## src/core/pll_ld_defines.svh

```systemverilog
// Offsets, field positions, reset values and counts of the lock detect block
`ifndef PLL_LD_DEFINES_SVH
`define PLL_LD_DEFINES_SVH

// ****************************************
// Register offsets
// ****************************************
`define OFS_RDIV_LO      10'h011
`define OFS_RDIV_HI      10'h012
`define OFS_ACNT         10'h013
`define OFS_BCNT_LO      10'h014
`define OFS_BCNT_HI      10'h015
`define OFS_PRESCALE     10'h016
`define OFS_STATUS_CTL   10'h017
`define OFS_LOCK_CTL     10'h018
`define OFS_DELAY_CTL    10'h019
`define OFS_LDPIN_CTL    10'h01A
`define OFS_REFERENCE_MONITOR_PIN_CTL   10'h01B
`define OFS_IRQ_STAT     10'h0F0
`define OFS_IRQ_MASK     10'h0F1
`define OFS_LOCK_STAT    10'h0F2

// ****************************************
// Field positions
// ****************************************
`define FLD_ABP_LSB      0
`define FLD_STSEL_LSB    2
`define FLD_WINDOW       4
`define FLD_LDCNT_LSB    5
`define FLD_DLD_OFF      3
`define FLD_NDLY_LSB     0
`define FLD_RDLY_LSB     3
`define IRQ_GAINED       0
`define IRQ_LOST         1
`define IRQ_CFGERR       2

// ****************************************
// Reset values
// ****************************************
`define RST_RDIV         14'h0001
`define RST_ACNT         6'h00
`define RST_BCNT         13'h0003
`define RST_PRESCALE     3'h0
`define RST_CTL          8'h00

// ****************************************
// Selector codes
// ****************************************
`define LDSEL_DLD        6'h00
`define LDSEL_ALD_N      6'h01
`define LDSEL_ALD_P      6'h02
`define LDSEL_CURRENT    6'h04
`define MON_DLD          6'h01
`define MON_COMP_HI      6'h02
`define MON_COMP_LO      6'h03

// ****************************************
// Lock counts in edge pairs, windows in clock cycles
// ****************************************
`define LDCNT_0          8'h05
`define LDCNT_1          8'h10
`define LDCNT_2          8'h40
`define LDCNT_3          8'hFF
`define LK_THR_HI        8'h04
`define UL_THR_HI        8'h08
`define LK_THR_LO        8'h01
`define UL_THR_LO        8'h03
`define DELAY_RANGE_NS   1
`define CLK_PERIOD_NS    8
`define DELAY_STEP_CYC   ((`DELAY_RANGE_NS / `CLK_PERIOD_NS) < 1 ? 1 : \
                          (`DELAY_RANGE_NS / `CLK_PERIOD_NS))

`endif

```

## src/core/pll_ld_pkg.sv

```systemverilog
// Types shared by the lock detect and divider configuration block
package pll_ld_pkg;

  // ****************************************
  // Prescaler modes
  // ****************************************
  typedef enum logic [2:0] {
    PS_FD1, PS_FD2, PS_FD3, PS_DM2, PS_DM4, PS_DM8, PS_DM16, PS_DM32
  } prescale_t;

  typedef enum logic {LK_SEEK, LK_HELD} lock_state_t;

  typedef struct packed {
    prescale_t   mode;
    logic [5:0]  aCnt;
    logic [12:0] bCnt;
  } div_cfg_t;

  typedef struct packed {
    logic [1:0] lockCnt;
    logic       window;
    logic       dldOff;
    logic [1:0] antiBacklash;
  } lock_cfg_t;

endpackage

```

## src/core/fb_divider.sv

```systemverilog
// Counting divider with a small selectable output delay
`timescale 1ns/1ps

module fb_divider #(
  parameter int W = 14
) (
  // Clock and reset
  input  wire logic         clock,
  input  wire logic         resetn,
  input  wire logic         ce,
  // Divider
  input  wire logic         tick,
  input  wire logic [W-1:0] divide,
  input  wire logic [2:0]   delayCode,
  output logic              edgeOut
);

  logic [W-1:0] count_q;
  logic [7:0]   delayLine_q;
  wire  [W-1:0] lastCount = (divide > W'(1)) ? divide - W'(1) : '0;
  wire          wrap      = tick && (count_q >= lastCount);

  always_ff @(posedge clock or negedge resetn) begin
    if (!resetn) begin
      count_q     <= '0;
      delayLine_q <= 8'h00;
      edgeOut     <= 1'b0;
    end else if (ce) begin
      if (tick) begin
        count_q <= wrap ? '0 : count_q + W'(1);
      end
      delayLine_q <= {delayLine_q[6:0], wrap};
      // Each code step adds one clock of delay, the finest step available here
      edgeOut     <= (delayCode == 3'h0) ? wrap : delayLine_q[delayCode - 3'h1];
    end
  end

endmodule

```

## src/core/lock_edge_meter.sv

```systemverilog
// Measures spacing between paired rising edges at the two comparator inputs
`timescale 1ns/1ps

module lock_edge_meter (
  // Clock and reset
  input  wire logic       clock,
  input  wire logic       resetn,
  input  wire logic       ce,
  // Edges
  input  wire logic       refEdge,
  input  wire logic       fbEdge,
  // Result
  output logic [7:0]      spacing,
  output logic            spacingValid,
  output logic            busy
);

  logic       pending_q;
  logic       refFirst_q;
  logic [7:0] count_q;

  wire sameEdge  = pending_q && (refFirst_q ? refEdge : fbEdge);
  wire otherEdge = pending_q && (refFirst_q ? fbEdge : refEdge);
  wire [7:0] countNext = (count_q == 8'hFF) ? count_q : count_q + 8'h01;

  always_ff @(posedge clock or negedge resetn) begin
    if (!resetn) begin
      pending_q    <= 1'b0;
      refFirst_q   <= 1'b0;
      count_q      <= 8'h00;
      spacing      <= 8'h00;
      spacingValid <= 1'b0;
    end else if (ce) begin
      spacingValid <= 1'b0;
      if (!pending_q) begin
        count_q <= 8'h00;
        if (refEdge && fbEdge) begin
          spacing      <= 8'h00;
          spacingValid <= 1'b1;
        end else if (refEdge || fbEdge) begin
          pending_q  <= 1'b1;
          refFirst_q <= refEdge;
        end
      end else if (otherEdge) begin
        spacing      <= countNext;
        spacingValid <= 1'b1;
        pending_q    <= 1'b0;
      end else if (sameEdge) begin
        // A missing partner edge counts as the widest possible spacing
        spacing      <= 8'hFF;
        spacingValid <= 1'b1;
        count_q      <= 8'h00;
      end else begin
        count_q <= countNext;
      end
    end
  end

  assign busy = pending_q;

endmodule

```

## src/core/pll_lock_detect.sv

```systemverilog
// Digital lock detection, lock pin routing and feedback divider configuration
//
// Local design decisions: strobed register access and the register offsets.
`timescale 1ns/1ps
`include "pll_ld_defines.svh"

module pll_lock_detect #(
  parameter int RW = 14,
  parameter int BW = 13
) (
  // Clock and reset
  input  wire logic        clock,
  input  wire logic        resetn,
  input  wire logic        ce,
  // Register port
  input  wire logic [9:0]  regAddr,
  input  wire logic [7:0]  regWrData,
  input  wire logic        regWrEn,
  input  wire logic        regRdEn,
  output logic [7:0]       regRdData,
  // Divider ticks
  input  wire logic        refTick,
  input  wire logic        vcoTick,
  // Lock pin
  input  wire logic        ldCompIn,
  output logic             ldPinOut,
  output logic             ldPinDriveN,
  output logic             ldCurrentOn,
  // Monitor pins
  output logic             statusPin,
  output logic             refmonPin,
  output logic             digitalLockFlag,
  output logic             irq
);

  // ****************************************
  // Elaboration checks
  // ****************************************
  if (RW < 9 || RW > 16) begin : g_rw_bad
    $error("RW must lie between 9 and 16");
  end
  if (BW < 9 || BW > 16) begin : g_bw_bad
    $error("BW must lie between 9 and 16");
  end

  // ****************************************
  // Configuration registers
  // ****************************************
  logic [RW-1:0]          rDiv_q;
  pll_ld_pkg::div_cfg_t   divCfg_q;
  pll_ld_pkg::lock_cfg_t  lockCfg_q;
  logic [5:0]             statusSel_q;
  logic [5:0]             ldSel_q;
  logic [4:0]             refmonSel_q;
  logic [2:0]             rDelay_q;
  logic [2:0]             nDelay_q;
  logic [2:0]             irqStat_q;
  logic [2:0]             irqMask_q;

  wire selRLo    = (regAddr == `OFS_RDIV_LO);
  wire selRHi    = (regAddr == `OFS_RDIV_HI);
  wire selA      = (regAddr == `OFS_ACNT);
  wire selBLo    = (regAddr == `OFS_BCNT_LO);
  wire selBHi    = (regAddr == `OFS_BCNT_HI);
  wire selPs     = (regAddr == `OFS_PRESCALE);
  wire selStCtl  = (regAddr == `OFS_STATUS_CTL);
  wire selLkCtl  = (regAddr == `OFS_LOCK_CTL);
  wire selDlyCtl = (regAddr == `OFS_DELAY_CTL);
  wire selLdCtl  = (regAddr == `OFS_LDPIN_CTL);
  wire selRmCtl  = (regAddr == `OFS_REFERENCE_MONITOR_PIN_CTL);
  wire selIrqSt  = (regAddr == `OFS_IRQ_STAT);
  wire selIrqMk  = (regAddr == `OFS_IRQ_MASK);
  wire selLkSt   = (regAddr == `OFS_LOCK_STAT);

  always_ff @(posedge clock or negedge resetn) begin
    if (!resetn) begin
      rDiv_q      <= RW'(`RST_RDIV);
      divCfg_q    <= '{mode: pll_ld_pkg::PS_FD1, aCnt: `RST_ACNT, bCnt: BW'(`RST_BCNT)};
      lockCfg_q   <= '0;
      statusSel_q <= 6'h00;
      ldSel_q     <= 6'h00;
      refmonSel_q <= 5'h00;
      rDelay_q    <= 3'h0;
      nDelay_q    <= 3'h0;
      irqMask_q   <= 3'h0;
    end else if (ce && regWrEn) begin
      if (selRLo) begin
        rDiv_q[7:0] <= regWrData;
      end else if (selRHi) begin
        rDiv_q[RW-1:8] <= regWrData[RW-9:0];
      end else if (selA) begin
        divCfg_q.aCnt <= regWrData[5:0];
      end else if (selBLo) begin
        divCfg_q.bCnt[7:0] <= regWrData;
      end else if (selBHi) begin
        divCfg_q.bCnt[BW-1:8] <= regWrData[BW-9:0];
      end else if (selPs) begin
        divCfg_q.mode <= pll_ld_pkg::prescale_t'(regWrData[2:0]);
      end else if (selStCtl) begin
        statusSel_q            <= regWrData[7:`FLD_STSEL_LSB];
        lockCfg_q.antiBacklash <= regWrData[`FLD_ABP_LSB +: 2];
      end else if (selLkCtl) begin
        lockCfg_q.lockCnt <= regWrData[`FLD_LDCNT_LSB +: 2];
        lockCfg_q.window  <= regWrData[`FLD_WINDOW];
        lockCfg_q.dldOff  <= regWrData[`FLD_DLD_OFF];
      end else if (selDlyCtl) begin
        nDelay_q <= regWrData[`FLD_NDLY_LSB +: 3];
        rDelay_q <= regWrData[`FLD_RDLY_LSB +: 3];
      end else if (selLdCtl) begin
        ldSel_q <= regWrData[5:0];
      end else if (selRmCtl) begin
        refmonSel_q <= regWrData[4:0];
      end else if (selIrqMk) begin
        irqMask_q <= regWrData[2:0];
      end
    end
  end

  // ****************************************
  // Feedback divide ratio
  // ****************************************
  localparam int NW = BW + 6;

  wire [5:0] pValue =
    (divCfg_q.mode == pll_ld_pkg::PS_FD1)  ? 6'h01 :
    (divCfg_q.mode == pll_ld_pkg::PS_FD2)  ? 6'h02 :
    (divCfg_q.mode == pll_ld_pkg::PS_FD3)  ? 6'h03 :
    (divCfg_q.mode == pll_ld_pkg::PS_DM2)  ? 6'h02 :
    (divCfg_q.mode == pll_ld_pkg::PS_DM4)  ? 6'h04 :
    (divCfg_q.mode == pll_ld_pkg::PS_DM8)  ? 6'h08 :
    (divCfg_q.mode == pll_ld_pkg::PS_DM16) ? 6'h10 : 6'h20;
  wire          dualMod  = (divCfg_q.mode >= pll_ld_pkg::PS_DM2);
  wire          bBypass  = (divCfg_q.bCnt == BW'(1));
  wire [NW-1:0] pTimesB  = NW'(pValue) * NW'(divCfg_q.bCnt);
  wire [NW-1:0] aTerm    = (dualMod && !bBypass) ? NW'(divCfg_q.aCnt) : '0;
  wire [NW-1:0] nDivide  = bBypass ? NW'(pValue) : pTimesB + aTerm;
  // Illegal settings are flagged, not corrected: A above B in a dual-modulus mode, or B of two
  wire          cfgBad   = (dualMod && (BW'(divCfg_q.aCnt) > divCfg_q.bCnt)) ||
                           (divCfg_q.bCnt == BW'(2));

  // ****************************************
  // R and N dividers with delay cells
  // ****************************************
  logic refEdge;
  logic fbEdge;

  fb_divider #(.W(RW)) u_rdiv (
    .clock     (clock),
    .resetn    (resetn),
    .ce        (ce),
    .tick      (refTick),
    .divide    (rDiv_q),
    .delayCode (rDelay_q),
    .edgeOut   (refEdge)
  );

  fb_divider #(.W(NW)) u_ndiv (
    .clock     (clock),
    .resetn    (resetn),
    .ce        (ce),
    .tick      (vcoTick),
    .divide    (nDivide),
    .delayCode (nDelay_q),
    .edgeOut   (fbEdge)
  );

  // ****************************************
  // Edge spacing and lock state
  // ****************************************
  logic [7:0] spacing;
  logic       spacingValid;
  logic       meterBusy;

  lock_edge_meter u_meter (
    .clock        (clock),
    .resetn       (resetn),
    .ce           (ce),
    .refEdge      (refEdge),
    .fbEdge       (fbEdge),
    .spacing      (spacing),
    .spacingValid (spacingValid),
    .busy         (meterBusy)
  );

  // Unlock window always sits above the lock window by construction
  wire [7:0] abpCyc    = 8'(lockCfg_q.antiBacklash);
  wire [7:0] lockThr   = (lockCfg_q.window ? `LK_THR_LO : `LK_THR_HI) + abpCyc;
  wire [7:0] unlockThr = (lockCfg_q.window ? `UL_THR_LO : `UL_THR_HI) + abpCyc;
  wire [7:0] needCount =
    (lockCfg_q.lockCnt == 2'h0) ? `LDCNT_0 :
    (lockCfg_q.lockCnt == 2'h1) ? `LDCNT_1 :
    (lockCfg_q.lockCnt == 2'h2) ? `LDCNT_2 : `LDCNT_3;

  pll_ld_pkg::lock_state_t lockState_q;
  pll_ld_pkg::lock_state_t lockState_d;
  logic [7:0]              goodCount_q;
  logic [7:0]              goodCount_d;

  wire closeEdge = spacing < lockThr;
  wire wideEdge  = spacing > unlockThr;

  always_comb begin
    lockState_d = lockState_q;
    goodCount_d = goodCount_q;
    if (lockCfg_q.dldOff) begin
      lockState_d = pll_ld_pkg::LK_SEEK;
      goodCount_d = 8'h00;
    end else if (spacingValid) begin
      case (lockState_q)
        pll_ld_pkg::LK_SEEK: begin
          if (!closeEdge) begin
            goodCount_d = 8'h00;
          end else if (goodCount_q + 8'h01 >= needCount) begin
            lockState_d = pll_ld_pkg::LK_HELD;
            goodCount_d = 8'h00;
          end else begin
            goodCount_d = goodCount_q + 8'h01;
          end
        end
        pll_ld_pkg::LK_HELD: begin
          if (wideEdge) begin
            lockState_d = pll_ld_pkg::LK_SEEK;
          end
        end
        default: lockState_d = pll_ld_pkg::LK_SEEK;
      endcase
    end
  end

  wire lockNow  = (lockState_d == pll_ld_pkg::LK_HELD);
  wire gained   = lockNow && (lockState_q == pll_ld_pkg::LK_SEEK);
  wire lost     = !lockNow && (lockState_q == pll_ld_pkg::LK_HELD);

  // ****************************************
  // Pin selection
  // ****************************************
  // Analog lock pulse spans the time between the two paired edges
  wire aldPulse = meterBusy;
  wire ldPinOutD =
    (ldSel_q == `LDSEL_DLD)     ? lockNow :
    (ldSel_q == `LDSEL_ALD_N)   ? 1'b0 :
    (ldSel_q == `LDSEL_ALD_P)   ? 1'b1 : 1'b0;
  wire ldDriveND =
    (ldSel_q == `LDSEL_DLD)     ? 1'b0 :
    (ldSel_q == `LDSEL_ALD_N)   ? !aldPulse :
    (ldSel_q == `LDSEL_ALD_P)   ? !aldPulse :
    (ldSel_q == `LDSEL_CURRENT) ? lockNow : 1'b0;
  wire ldCurrentD = (ldSel_q == `LDSEL_CURRENT) && lockNow;

  wire statusD =
    (statusSel_q == `MON_DLD)     ? lockNow :
    (statusSel_q == `MON_COMP_HI) ? ldCompIn :
    (statusSel_q == `MON_COMP_LO) ? !ldCompIn : 1'b0;
  wire refmonD =
    (6'(refmonSel_q) == `MON_DLD)     ? lockNow :
    (6'(refmonSel_q) == `MON_COMP_HI) ? ldCompIn :
    (6'(refmonSel_q) == `MON_COMP_LO) ? !ldCompIn : 1'b0;

  // ****************************************
  // Interrupt status, set wins over clear
  // ****************************************
  wire [2:0] irqEvents = {cfgBad, lost, gained};
  wire [2:0] irqClear  = (ce && regWrEn && selIrqSt) ? regWrData[2:0] : 3'h0;
  wire [2:0] irqStatD  = (irqStat_q & ~irqClear) | irqEvents;

  // ****************************************
  // State, outputs and read data
  // ****************************************
  wire [7:0] rdMux =
    selRLo    ? rDiv_q[7:0] :
    selRHi    ? 8'(rDiv_q[RW-1:8]) :
    selA      ? {2'h0, divCfg_q.aCnt} :
    selBLo    ? divCfg_q.bCnt[7:0] :
    selBHi    ? 8'(divCfg_q.bCnt[BW-1:8]) :
    selPs     ? {5'h00, divCfg_q.mode} :
    selStCtl  ? {statusSel_q, lockCfg_q.antiBacklash} :
    selLkCtl  ? {1'b0, lockCfg_q.lockCnt, lockCfg_q.window, lockCfg_q.dldOff, 3'h0} :
    selDlyCtl ? {2'h0, rDelay_q, nDelay_q} :
    selLdCtl  ? {2'h0, ldSel_q} :
    selRmCtl  ? {3'h0, refmonSel_q} :
    selIrqSt  ? {5'h00, irqStat_q} :
    selIrqMk  ? {5'h00, irqMask_q} :
    selLkSt   ? {5'h00, cfgBad, ldCompIn, digitalLockFlag} : 8'h00;

  always_ff @(posedge clock or negedge resetn) begin
    if (!resetn) begin
      lockState_q     <= pll_ld_pkg::LK_SEEK;
      goodCount_q     <= 8'h00;
      irqStat_q       <= 3'h0;
      digitalLockFlag <= 1'b0;
      ldPinOut        <= 1'b0;
      ldPinDriveN     <= 1'b0;
      ldCurrentOn     <= 1'b0;
      statusPin       <= 1'b0;
      refmonPin       <= 1'b0;
      irq             <= 1'b0;
      regRdData       <= 8'h00;
    end else if (ce) begin
      lockState_q     <= lockState_d;
      goodCount_q     <= goodCount_d;
      irqStat_q       <= irqStatD;
      digitalLockFlag <= lockNow;
      ldPinOut        <= ldPinOutD;
      ldPinDriveN     <= ldDriveND;
      ldCurrentOn     <= ldCurrentD;
      statusPin       <= statusD;
      refmonPin       <= refmonD;
      irq             <= |(irqStatD & irqMask_q);
      regRdData       <= regRdEn ? rdMux : 8'h00;
    end
  end

endmodule

```

## config.mk

```make
export PLATFORM = sky130hd
export DESIGN_NAME = pll_lock_detect
export DESIGN_NICKNAME = d
export VERILOG_FILES = /design/src/core/pll_ld_pkg.sv /design/src/core/fb_divider.sv /design/src/core/lock_edge_meter.sv /design/src/core/pll_lock_detect.sv
export VERILOG_INCLUDE_DIRS = /design/src /design/src/core
export SDC_FILE = /design/constraint.sdc
export NUM_CORES = 1
export LEC_CHECK = 0
export ABC_CLOCK_PERIOD_IN_PS = 14500
export BUFFER_PORTS_ARGS = -buffer_cell sky130_fd_sc_hd__buf_2
export CORE_MARGIN = 4
export CORE_UTILIZATION = 25
export DETAILED_ROUTE_END_ITERATION = 10
export PLACE_DENSITY_LB_ADDON = 0.2
export SETUP_SLACK_MARGIN = 0.2
export SLEW_MARGIN = 5
export SYNTH_ARGS = -nofsm -noshare
export SYNTH_HDL_FRONTEND = slang
export SYNTH_SLANG_ARGS = --single-unit
```

## constraint.sdc

```tcl
create_clock -name clock -period 14.5 [get_ports clock]
set_input_delay 2.9 -clock clock [delete_from_list [all_inputs] [get_ports clock]]
set_output_delay 2.9 -clock clock [all_outputs]
set_load 0.03 [all_outputs]
```

==> impl_metrics.yaml <==
setup_path:
  slowest_delay_ps: 850
  rrSetupSlack_ps: 5410
  cpMostUsedCell: "fa_1"
  rr_endpoint: "u_ndiv.edgeOut"
  worst_setup_path_start_kind: "register"
  worstPathRequired_ps: 14880
  crit_slowest_cell: "dfrtp_1"
  crit_path_end_kind: "register"
  arrival_ps: 9480
  crit_type: "register to register"
  worst_r2r_path_depth: 28
  cp_max_fo: 29
  reg2reg_from: "divCfg_q[19]"
placed_design:
  dpl_cell_area_um2: 14200
  io_buffers: 40
  dpl.hpwl_um: 28800
  gp_congestion: 0.836
timing:
  max-slew-margin-rel: 0.276
  hold_viol_final: 0
  worst_slew_pin_slew_ps: 1070
  tns_ps: 0
  max_freq_ghz: 0.110
  fin_crit_sh: 0.627
  setup_violations: 0
  clock_skew_ps: 13.3
  slew_violations: 0
  rsz0062_at_grt: "false"
  min_period_ps: 9090
routing:
  dr_total_vias: 10700
  drt-total-wl_um: 37600
  route.detailed.drc: 0
  vias_per_cell: 4.92
  wl_per_cell_um: 17.3
  dr.pass1.iters: 5
  final_antenna_net_count: 0
  drt-initial-drc-count: 529
synthesis:
  post_synth_instance_area_um2: 13300
  netlist_instances: 1447
  synth_flop_cell: "dfrtp_1"
  ys_ff_latch: 164
  synth.distinct_cells: 74
  synth-warning-count: 0
  async_reset_ff_frac: 1.00
  syn_area_per_cell_um2: 9.18
  ys_seq_area_frac: 0.309
  synth_edf_count: 0
  syn_nets: 1641
global_route:
  grt_antenna_before_repair: 2
  grtUsageTotal: 0.134
  globalRouteOverflowTotal: 0
  grt_max_degree: 65
  grt_pass1_vias: 10600
  grt_pass1_wl_um: 60800
min_path:
  hp-start: "u_meter.spacing[7]"
  hold_path_end: "u_meter.spacing[7]"
  hold_depth: 1
  hold_path_class: "register to register"
floorplan:
  initial_core_util: 0.253
  core_area_um2: 52600
  io_pins: 41
  die_w_um: 238
  dieHeight_um: 238
  row_count: 84
  dieArea_um2: 56900
clock_network:
  cts_tree: "yes"
  clock_latency_ps: 450
  post_cts_buffers: 0
  cts-root-buf: "clkbuf_16"
  htree_num_levels: 4
  clk_pin_slew_worst_paths_ps: 70
  cts_resized: 0
  hold_buffers: 0
  cts.sinks: 164
  numCtsBuffers: 17
  cts_max_path_buffers: 2
pwr:
  vdd_drop_max_v: 0.0000884
  p_leak_nw: 7.21
  p_per_area_nw_per_um2: 87.8
finish:
  nNetsFinal: 1661
  finalInstanceArea_um2: 14800
  layout_commonest_cell: "nand2_1"
  drive_above_1_share: 0.116
  areaGrowthSynthToFinish_pct: 11.2
  final_cell_mix: "nand2_1, dfrtp_1, ha_1, inv_1, nor2_1"
flow_run:
  maxCapViolCount: 0
outcome:
  status: "finished clean"
==> layer usage <==
layer | wire, um | GRT usage | up-vias
met5 | 0 | 0 | -
met4 | 573 | 0.0332 | 0
met3 | 1240 | 0.0218 | 30
met2 | 17300 | 0.210 | 176
met1 | 18400 | 0.193 | 5279
li1 | - | - | 5186
==> worst max-delay path by stage <==
stage | start | end | slack (ps) | depth (start not counted)
floorplan | divCfg_q[21] | u_ndiv.count_q[10] | 6990 | 28
global placement | divCfg_q[19] | u_ndiv.edgeOut | 5630 | 28
detailed placement | divCfg_q[19] | u_ndiv.edgeOut | 5350 | 28
CTS | divCfg_q[19] | u_ndiv.edgeOut | 5330 | 28
global route | divCfg_q[19] | u_ndiv.count_q[14] | 4530 | 28
finish | divCfg_q[19] | u_ndiv.edgeOut | 5410 | 28
==> Yosys cell counts (7+ instances only) <==
| library cell | count | share of area |
|---|---|---|
| mux2i_1 | 19 | 0.014 |
| inv_1 | 104 | 0.029 |
| clkbuf_1 | 32 | 0.0090 |
| nand3_1 | 50 | 0.019 |
| ha_1 | 119 | 0.11 |
| nor2_1 | 94 | 0.027 |
| and2_1 | 39 | 0.018 |
| nor3_1 | 40 | 0.015 |
| dfrtp_1 | 161 | 0.30 |
| xnor2_1 | 28 | 0.018 |
| nand2b_1 | 21 | 0.0099 |
| nor2b_1 | 14 | 0.0066 |
| nand2_1 | 171 | 0.048 |
| mux2_2 | 75 | 0.064 |
| nor4_1 | 18 | 0.0085 |
| o21ai_0 | 61 | 0.023 |
| nand4_1 | 25 | 0.012 |
| a21o_1 | 25 | 0.014 |
| o22ai_1 | 15 | 0.0071 |
| nand3b_1 | 7 | 0.0040 |
| and3_1 | 33 | 0.016 |
| o21a_1 | 14 | 0.0079 |
| buf_1 | 8 | 0.0023 |
| fa_1 | 49 | 0.074 |
| xor2_1 | 36 | 0.024 |
| a211oi_1 | 19 | 0.011 |
| a21oi_1 | 49 | 0.018 |
| or3_1 | 10 | 0.0047 |
==> logic make-up (layout without fill, tap and decap cells) <==
| family | after synthesis | in the layout | share of synthesized area |
|---|---|---|---|
| multiplexers | 98 | 98 | 0.0847 |
| AO/OA/AOI/OAI | 258 | 258 | 0.129 |
| flip-flops | 164 | 164 | 0.309 |
| XOR/XNOR | 64 | 64 | 0.0422 |
| adder cells (fa/ha/maj) | 168 | 168 | 0.186 |
| buffers and inverters | 149 | 182 | 0.0435 |
| other | 0 | 1 | 0 |
| AND/OR/NAND/NOR | 546 | 546 | 0.205 |
==> power breakdown <==
part	switching, mW	leakage (nW)	internal, mW	total [mW]
registers	0.0560	2.18	0.508	0.564
logic	0.170	4.75	0.120	0.290
clock network	0.206	0.276	0.236	0.442
==> critical path, delay by kind of cell (launching register included) <==
family | cells | cell delay (ps)
flip-flops | 1 | 850
AND/OR/NAND/NOR | 12 | 4140
buffers and inverters | 3 | 140
adder cells (fa/ha/maj) | 6 | 2550
AO/OA/AOI/OAI | 7 | 1310
==> flip-flops by register name, indices dropped and copies added (netlist names), 8 cells and up <==
name                cells
u_meter.count_q         8
rDiv_q                 14
divCfg_q               22
u_rdiv.count_q         14
u_rdiv.delayLine_q      8
u_ndiv.delayLine_q      8
u_ndiv.count_q         19
goodCount_q             8
regRdData               8
u_meter.spacing         8
==> stage by stage <==
step                power (mW)  setup WS (ps)  cells   util  hold slack (ps)
floorplan                0.770           6990   1447      -              441
global placement         0.863           5630   2136  0.270              458
detailed placement       0.866           5350   2136  0.270              464
CTS                       1.32           5330   2168  0.281              479
global route              1.39           4530   2169  0.281              517
finish                    1.30           5410   2169  0.281              475
==> final cells by class <==
type	count	area [um^2]
multi-input combinational	1134	8590
tap	688	861
timing repair buffer	46	251
inverter	104	390
clock buffer	21	470
fill	5632	37800
antenna	1	2.50
sequential	164	4110
clock inverter	11	90.1
(Power assumes the default switching activity.)
